**config.mk**
```make
export PLATFORM = sky130hd
export DESIGN_NAME = ol_top
export DESIGN_NICKNAME = d
export VERILOG_FILES = /design/src/ol_pkg.sv /design/src/ol_deglitch.sv /design/src/ol_top.sv
export VERILOG_INCLUDE_DIRS = /design/src
export SDC_FILE = /design/constraint.sdc
export NUM_CORES = 1
export LEC_CHECK = 0
export ABC_AREA = 1
export BUFFER_PORTS_ARGS = -buffer_cell sky130_fd_sc_hd__buf_2
export CAP_MARGIN = 30
export CORE_UTILIZATION = 65
export CTS_CLUSTER_SIZE = 24
export DETAILED_ROUTE_END_ITERATION = 8
export PLACE_DENSITY = 0.89
export SYNTH_ARGS = -nofsm -noshare
export SYNTH_HDL_FRONTEND = slang
export SYNTH_SLANG_ARGS = --single-unit
```
**constraint.sdc**
```tcl
create_clock -name clk -period 36.8 [get_ports clk]
set_input_delay 5.52 -clock clk [delete_from_list [all_inputs] [get_ports clk]]
set_output_delay 5.52 -clock clk [all_outputs]
set_load 0.05 [all_outputs]
```
**src/ol_regs.svh**
```systemverilog
`ifndef OL_REGS_SVH
`define OL_REGS_SVH
// clock rate and open-load deglitch time
`define OL_CLK_MHZ 50
`define OL_DEGLITCH_NS 10000
// least time rounds up to whole cycles
`define OL_DEGLITCH_CYC ((`OL_DEGLITCH_NS * `OL_CLK_MHZ + 999) / 1000)
// reset values
`define OL_FLAG_RST 1'b0
`define OL_PIN_RST 1'b1
`define OL_GATE_RST 1'b0
`define OL_CNT_RST 16'h0000
`endif

```
**src/ol_pkg.sv**
```systemverilog
`default_nettype none
package ol_pkg;
  typedef logic [15:0] ol_cnt_type;
endpackage
`default_nettype wire

```
**src/ol_deglitch.sv**
```systemverilog
`timescale 1ns/1ps
`default_nettype none
`include "ol_regs.svh"
module ol_deglitch #(
  parameter int CYCLES = `OL_DEGLITCH_CYC
) (
  input wire logic clk,
  input wire logic sys_rst,
  input wire logic armed,
  input wire logic below,
  output logic hit
);
  localparam ol_pkg::ol_cnt_type lim = ol_pkg::ol_cnt_type'(CYCLES);
  ol_pkg::ol_cnt_type cnt_reg;
  ol_pkg::ol_cnt_type cnt_next;
  wire logic cond;

  // detector runs only while its transistor conducts
  assign cond = armed & below;
  assign cnt_next = !cond ? `OL_CNT_RST :
                    (cnt_reg == lim) ? lim : cnt_reg + 16'h0001;
  assign hit = (cnt_reg == lim);

  always_ff @(posedge clk or posedge sys_rst)
  begin
    if (sys_rst)
      cnt_reg <= `OL_CNT_RST;
    else
      cnt_reg <= cnt_next;
  end
endmodule
`default_nettype wire

```
**src/ol_top.sv**
```systemverilog
`timescale 1ns/1ps
`default_nettype none
`include "ol_regs.svh"
module ol_top #(
  parameter int CH = 12,
  parameter int DEGLITCH_CYC = `OL_DEGLITCH_CYC
) (
  input wire logic clk,
  input wire logic sys_rst,
  input wire logic keep_outputs_on_fault,
  input wire logic suppress_pin_report,
  input wire logic neg_current_detect_en,
  input wire logic clear_faults,
  input wire logic [CH-1:0] high_side_drive_en,
  input wire logic [CH-1:0] low_side_drive_en,
  input wire logic [CH-1:0] open_detect_disable,
  input wire logic [CH-1:0] low_current_detect_en,
  input wire logic [CH/2-1:0] full_bridge_pair,
  input wire logic [CH-1:0] hs_below_pin,
  input wire logic [CH-1:0] ls_below_pin,
  input wire logic [CH-1:0] ls_below_low_pin,
  input wire logic [CH-1:0] reverse_pin,
  input wire logic [CH-1:0] reverse_below_neg_pin,
  output logic [CH-1:0] hs_gate_on,
  output logic [CH-1:0] ls_gate_on,
  output logic [CH-1:0] ls_low_thresh_sel,
  output logic [CH-1:0] ls_ocp_reduce,
  output logic [CH-1:0] high_side_open_flag,
  output logic [CH-1:0] low_side_open_flag,
  output logic open_load_summary_flag,
  output logic fault_pin_n
);
  // pick the comparator that qualifies a detector this cycle
  function automatic logic meas_sel(input logic neg, input logic rev,
                                    input logic below_neg,
                                    input logic below_norm);
    meas_sel = (neg & rev) ? below_neg : below_norm;
  endfunction

  // comparator outputs come from the analog side, so double-sync them
  logic [CH-1:0] hs_s1_reg, hs_s2_reg;
  logic [CH-1:0] ls_s1_reg, ls_s2_reg;
  logic [CH-1:0] lo_s1_reg, lo_s2_reg;
  logic [CH-1:0] rv_s1_reg, rv_s2_reg;
  logic [CH-1:0] ng_s1_reg, ng_s2_reg;
  logic [CH-1:0] hs_flag_reg, ls_flag_reg, hs_flag_next, ls_flag_next;
  logic [CH-1:0] hs_gate_reg, ls_gate_reg, hs_gate_next, ls_gate_next;
  logic sum_reg, sum_next, pin_reg, pin_next;
  logic [CH-1:0] hs_hit, ls_hit, hs_armed, ls_armed, hs_meas, ls_meas;
  logic [CH-1:0] hs_set, ls_set, blocked, tristate, chan_flag, chan_hit;

  always_ff @(posedge clk or posedge sys_rst)
  begin
    if (sys_rst)
    begin
      hs_s1_reg <= '0;
      hs_s2_reg <= '0;
      ls_s1_reg <= '0;
      ls_s2_reg <= '0;
      lo_s1_reg <= '0;
      lo_s2_reg <= '0;
      rv_s1_reg <= '0;
      rv_s2_reg <= '0;
      ng_s1_reg <= '0;
      ng_s2_reg <= '0;
    end
    else
    begin
      hs_s1_reg <= hs_below_pin;
      hs_s2_reg <= hs_s1_reg;
      ls_s1_reg <= ls_below_pin;
      ls_s2_reg <= ls_s1_reg;
      lo_s1_reg <= ls_below_low_pin;
      lo_s2_reg <= lo_s1_reg;
      rv_s1_reg <= reverse_pin;
      rv_s2_reg <= rv_s1_reg;
      ng_s1_reg <= reverse_below_neg_pin;
      ng_s2_reg <= ng_s1_reg;
    end
  end

  assign chan_flag = hs_flag_reg | ls_flag_reg;
  assign chan_hit = hs_hit | ls_hit;

  genvar i;
  generate
    for (i = 0; i < CH; i = i + 1)
    begin : g_ch
      // disable bits default low, so detection arms once the channel's gate register turns on and, for the high side, low-current mode is off
      assign hs_armed[i] = hs_gate_reg[i] & ~open_detect_disable[i] &
                           ~low_current_detect_en[i];
      assign ls_armed[i] = ls_gate_reg[i] & ~open_detect_disable[i];
      // with negative mode off a reverse current still reads as below
      assign hs_meas[i] = meas_sel(neg_current_detect_en, rv_s2_reg[i],
                                   ng_s2_reg[i], hs_s2_reg[i]);
      assign ls_meas[i] = low_current_detect_en[i] ? lo_s2_reg[i] :
                          meas_sel(neg_current_detect_en, rv_s2_reg[i],
                                   ng_s2_reg[i], ls_s2_reg[i]);
      assign ls_low_thresh_sel[i] = low_current_detect_en[i];
      assign ls_ocp_reduce[i] = low_current_detect_en[i];
      // partner already flagged, or both at once: even channel wins
      assign blocked[i] = full_bridge_pair[i/2] &
                          (chan_flag[i ^ 1] |
                           (chan_hit[i ^ 1] & (i % 2 == 1)));
      assign tristate[i] = ~keep_outputs_on_fault &
                           (chan_flag[i] |
                            (full_bridge_pair[i/2] &
                             chan_flag[i ^ 1]));

      ol_deglitch #(.CYCLES(DEGLITCH_CYC)) u_hs (
        .clk(clk),
        .sys_rst(sys_rst),
        .armed(hs_armed[i]),
        .below(hs_meas[i]),
        .hit(hs_hit[i])
      );
      ol_deglitch #(.CYCLES(DEGLITCH_CYC)) u_ls (
        .clk(clk),
        .sys_rst(sys_rst),
        .armed(ls_armed[i]),
        .below(ls_meas[i]),
        .hit(ls_hit[i])
      );
    end
  endgenerate

  assign hs_set = hs_hit & ~blocked;
  assign ls_set = ls_hit & ~blocked;
  // set wins; clear only drops flags whose detector no longer sees it
  assign hs_flag_next = hs_set |
                        (hs_flag_reg &
                         ~({CH{clear_faults}} & ~hs_hit));
  assign ls_flag_next = ls_set |
                        (ls_flag_reg &
                         ~({CH{clear_faults}} & ~ls_hit));
  assign sum_next = (|(hs_set | ls_set)) |
                    (sum_reg & ~(clear_faults &
                     ~(|(hs_flag_next | ls_flag_next))));
  assign pin_next = ~(sum_next & ~suppress_pin_report);
  // keeping outputs trades protection for uninterrupted drive
  assign hs_gate_next = high_side_drive_en & ~tristate;
  assign ls_gate_next = low_side_drive_en & ~tristate;

  always_ff @(posedge clk or posedge sys_rst)
  begin
    if (sys_rst)
    begin
      hs_flag_reg <= {CH{`OL_FLAG_RST}};
      ls_flag_reg <= {CH{`OL_FLAG_RST}};
      hs_gate_reg <= {CH{`OL_GATE_RST}};
      ls_gate_reg <= {CH{`OL_GATE_RST}};
      sum_reg <= `OL_FLAG_RST;
      pin_reg <= `OL_PIN_RST;
    end
    else
    begin
      hs_flag_reg <= hs_flag_next;
      ls_flag_reg <= ls_flag_next;
      hs_gate_reg <= hs_gate_next;
      ls_gate_reg <= ls_gate_next;
      sum_reg <= sum_next;
      pin_reg <= pin_next;
    end
  end

  assign hs_gate_on = hs_gate_reg;
  assign ls_gate_on = ls_gate_reg;
  assign high_side_open_flag = hs_flag_reg;
  assign low_side_open_flag = ls_flag_reg;
  assign open_load_summary_flag = sum_reg;
  assign fault_pin_n = pin_reg;
endmodule
`default_nettype wire

```
==> results.ini <==
[cells_and_area]
fin_area_mm2 = 0.0301
area_delta_synth_final_pct = 13.0
fin_nets = 3478
drive_gt1_share_pct = 14.8

[global_route]
grt_util_all_layers_pct = 30.6
grt-ovfl-total = 0
grt_pass1_vias = 22200
grt_pass1_wl_mm = 104
antenna_found_initial = 1
grt_max_degree = 192

[flow_run]
max-cap-violations = 0

[worst_setup_path]
critPathMaxFanout = 3
r2r_start = g_ch[10].u_hs.cnt_reg[0]
crit_path_start_kind = input pin
critical_path_buf_inv_count = 2
cp_top_family = buffers and inverters
slowest_stage = buf_2
path_cells = buf_2, buf_2
cpPeakStageDelay_ps = 290
crit_top_cell = buf_2
rrSetupSlack_ps = 34350
criticalPathCategory = in2out
crit_required_ps = 31280
crit_arrival_ps = 5980
rr_worst_depth = 14
end_kind = primary output
reg2reg_to = open_load_summary_flag

[status]
status = complete, no violations

[synth]
synth_xor_area_share_pct = 2.43
synth_top_family_by_area = simple AND/OR/NAND/NOR gates
yosysTopAreaCellShare_pct = 51.9
synth_fa_ha_area_share_pct = 2.25
syn_area_mm2 = 0.0267
synth-edff-count = 0
ys_seq_elements = 554
syn_nets = 3258
synth_top_area_cell = dfrtp_1
ys_warn_count = 0
synthArstFlopShare_pct = 100
syn_area_per_cell_um2 = 8.63
muxShareOfSynthArea_pct = 0
synthCells = 3090
synth-simple-area-share_pct = 29.0
yosysUniqueCellTypes = 44
synth-seq-area-share_pct = 52.0
synth_compound_area_share_pct = 6.67
synthTopCellsByArea = dfrtp_1 (52%), nand2_1 (7.9%), inv_1 (6.7%)
postSynth.topFlopCell = dfrtp_1

[timing]
fin_crit_ps = 11500
tns_ps = 0
worst_slew_margin_rel_pct = 30.9
hold_violations = 0
rsz0062_at_grt = false
fmax_ghz = 0.0869
period_share_pct = 31.3
maxSlewViolCount = 0
setup-violations-final = 0
finClkSkew_ps = 20.7
tightest_slew_ps = 1040

[cts]
cts_setup_buffers = 0
cts_tree = built
cts_resized = 0
worstSkewPairLatency_ps = 610
cts.htree.levels = 2
ctsHoldBuffers = 0
cts.sinks = 554
clk_path_buf_depth = 3
cts_buffers = 56
cts-root-buf = clkbuf_16
clkSlewWorstSetupHoldPaths_ps = 60

[die]
rows = 73
chipWidth_um = 205
core_mm2 = 0.0401
dieArea_mm2 = 0.0418
ios = 194
die_h_um = 205
initial_utilization_pct = 66.5

[route]
drt-total-wl_mm = 62.2
initialDrtViolationCount = 1833
vias = 21900
first_pass_iters = 8
detail_route.wl_per_cell_um = 16.0
drc = 0
via_per_inst = 5.63
ant_nets = 0

[power_and_ir_drop]
pwr-share-seq_pct = 48.8
intPower_uw = 991
peakVddDrop_v = 0.0000399
powerDensity_mw_per_mm2 = 42.4
swShare_pct = 22.4
combinationalPowerShare_pct = 4.4
cellLeakagePower_nw = 13.6
p_clk_share_pct = 46.8
switching_power_uw = 286

[worst_hold_path]
holdPathEnd = ls_s2_reg[11]
hold_path_depth = 0
hp-start = ls_s1_reg[11]
min_path_type = reg2reg

[placed_design]
hpwl_mm = 42.8
placed_area_mm2 = 0.0282
port_buffers = 193
gp_congestion = 0.932

==> worst max path at each step <==
stage | start | end | slack [ps] | depth (start not counted)
floorplan | sys_rst | g_ch[0].u_hs.cnt_reg[0] | 15790 | 1
global placement | low_current_detect_en[6] | ls_ocp_reduce[6] | 25280 | 2
detailed placement | low_current_detect_en[6] | ls_low_thresh_sel[6] | 25280 | 2
CTS | low_current_detect_en[6] | ls_low_thresh_sel[6] | 25280 | 2
global route | low_current_detect_en[6] | ls_ocp_reduce[6] | 25280 | 2
finish | low_current_detect_en[6] | ls_low_thresh_sel[6] | 25300 | 2
==> cells by family (layout without fill, tap and decap cells) <==
kind of cell | count (synthesis) | in the layout
DFF | 554 | 554
xor gates and xnor gates | 74 | 74
and+or+nand+nor | 1584 | 1584
AOI/OAI and AO/OA | 310 | 310
buffers and inverters | 520 | 784
adders and majority gates | 48 | 48
other | 0 | 1
==> final cells by class <==
cell class / instances / area [µm²]
Timing Repair Buffer: 200 / 1090
Multi-Input combinational cell: 2016 / 10800
Sequential cell: 554 / 13900
Clock buffer: 80 / 1670
Clock inverter: 22 / 284
Tap cell: 525 / 657
Fill cell: 2584 / 9950
Inverter: 482 / 1820
Antenna cell: 1 / 2.50
==> through the flow <==
| step | util, % | setup slack (ps) | std cells | total power [mW] | hold slack [ps] |
|---|---|---|---|---|---|
| final | 75.2 | 25300 | 3880 | 1.28 | 345 |
| after global routing | 75.2 | 25280 | 3880 | 1.32 | 351 |
| after CTS | 75.1 | 25280 | 3878 | 1.28 | 347 |
| after detailed placement | 70.2 | 25280 | 3776 | 0.690 | 335 |
| after global placement | 70.1 | 25280 | 3774 | 0.687 | 331 |
| after floorplan | - | 15790 | 3090 | 0.671 | 331 |
==> routing by layer <==
metal	up-vias	GRT usage (%)	part of all wire, %
met2	777	53.4	51
met5	-	0	0
li1	10300	-	-
met3	192	5.03	6.2
met1	10500	37.2	39
met4	0	13.8	4.1
==> synth_stat cells, types with 43 or more instances <==
cell type / n
o21ai_0: 68
inv_1: 474
nor3b_1: 75
dfrtp_1: 553
ha_1: 48
nand3_1: 161
nand4_1: 64
nor2_1: 412
a21oi_1: 192
nor3_1: 74
or2_2: 43
nand2_1: 560
==> power groups by stage <==
stage	Combinational, mW	Clock [mW]	Sequential [mW]
detailed placement	0.0556	0	0.634
CTS	0.0564	0.605	0.623
floorplan	0.0327	0	0.639
global route	0.0622	0.629	0.624
finish	0.0558	0.598	0.623
global placement	0.0530	0	0.634
==> cell usage in the layout, fill, tap and decap left out, drive strengths merged, types with 2 or more instances in the layout <==
cell type / Yosys / layout
a211oi: 4 / 4
a21oi: 192 / 192
a31oi: 7 / 7
and3: 15 / 15
buf: 28 / 200
bufinv: 0 / 6
clkbuf: 10 / 80
clkinv: 1 / 10
clkinvlp: 0 / 2
dfrtp: 553 / 553
ha: 48 / 48
inv: 481 / 486
nand2: 571 / 571
nand3: 192 / 192
nand3b: 11 / 11
nand4: 76 / 76
nor2: 449 / 449
nor3: 107 / 107
nor3b: 82 / 82
nor4: 31 / 31
o2111ai: 12 / 12
o21a: 11 / 11
o21ai: 69 / 69
o21bai: 5 / 5
o31ai: 10 / 10
or2: 49 / 49
xnor2: 36 / 36
xor2: 38 / 38
(Power assumes the default switching activity.)
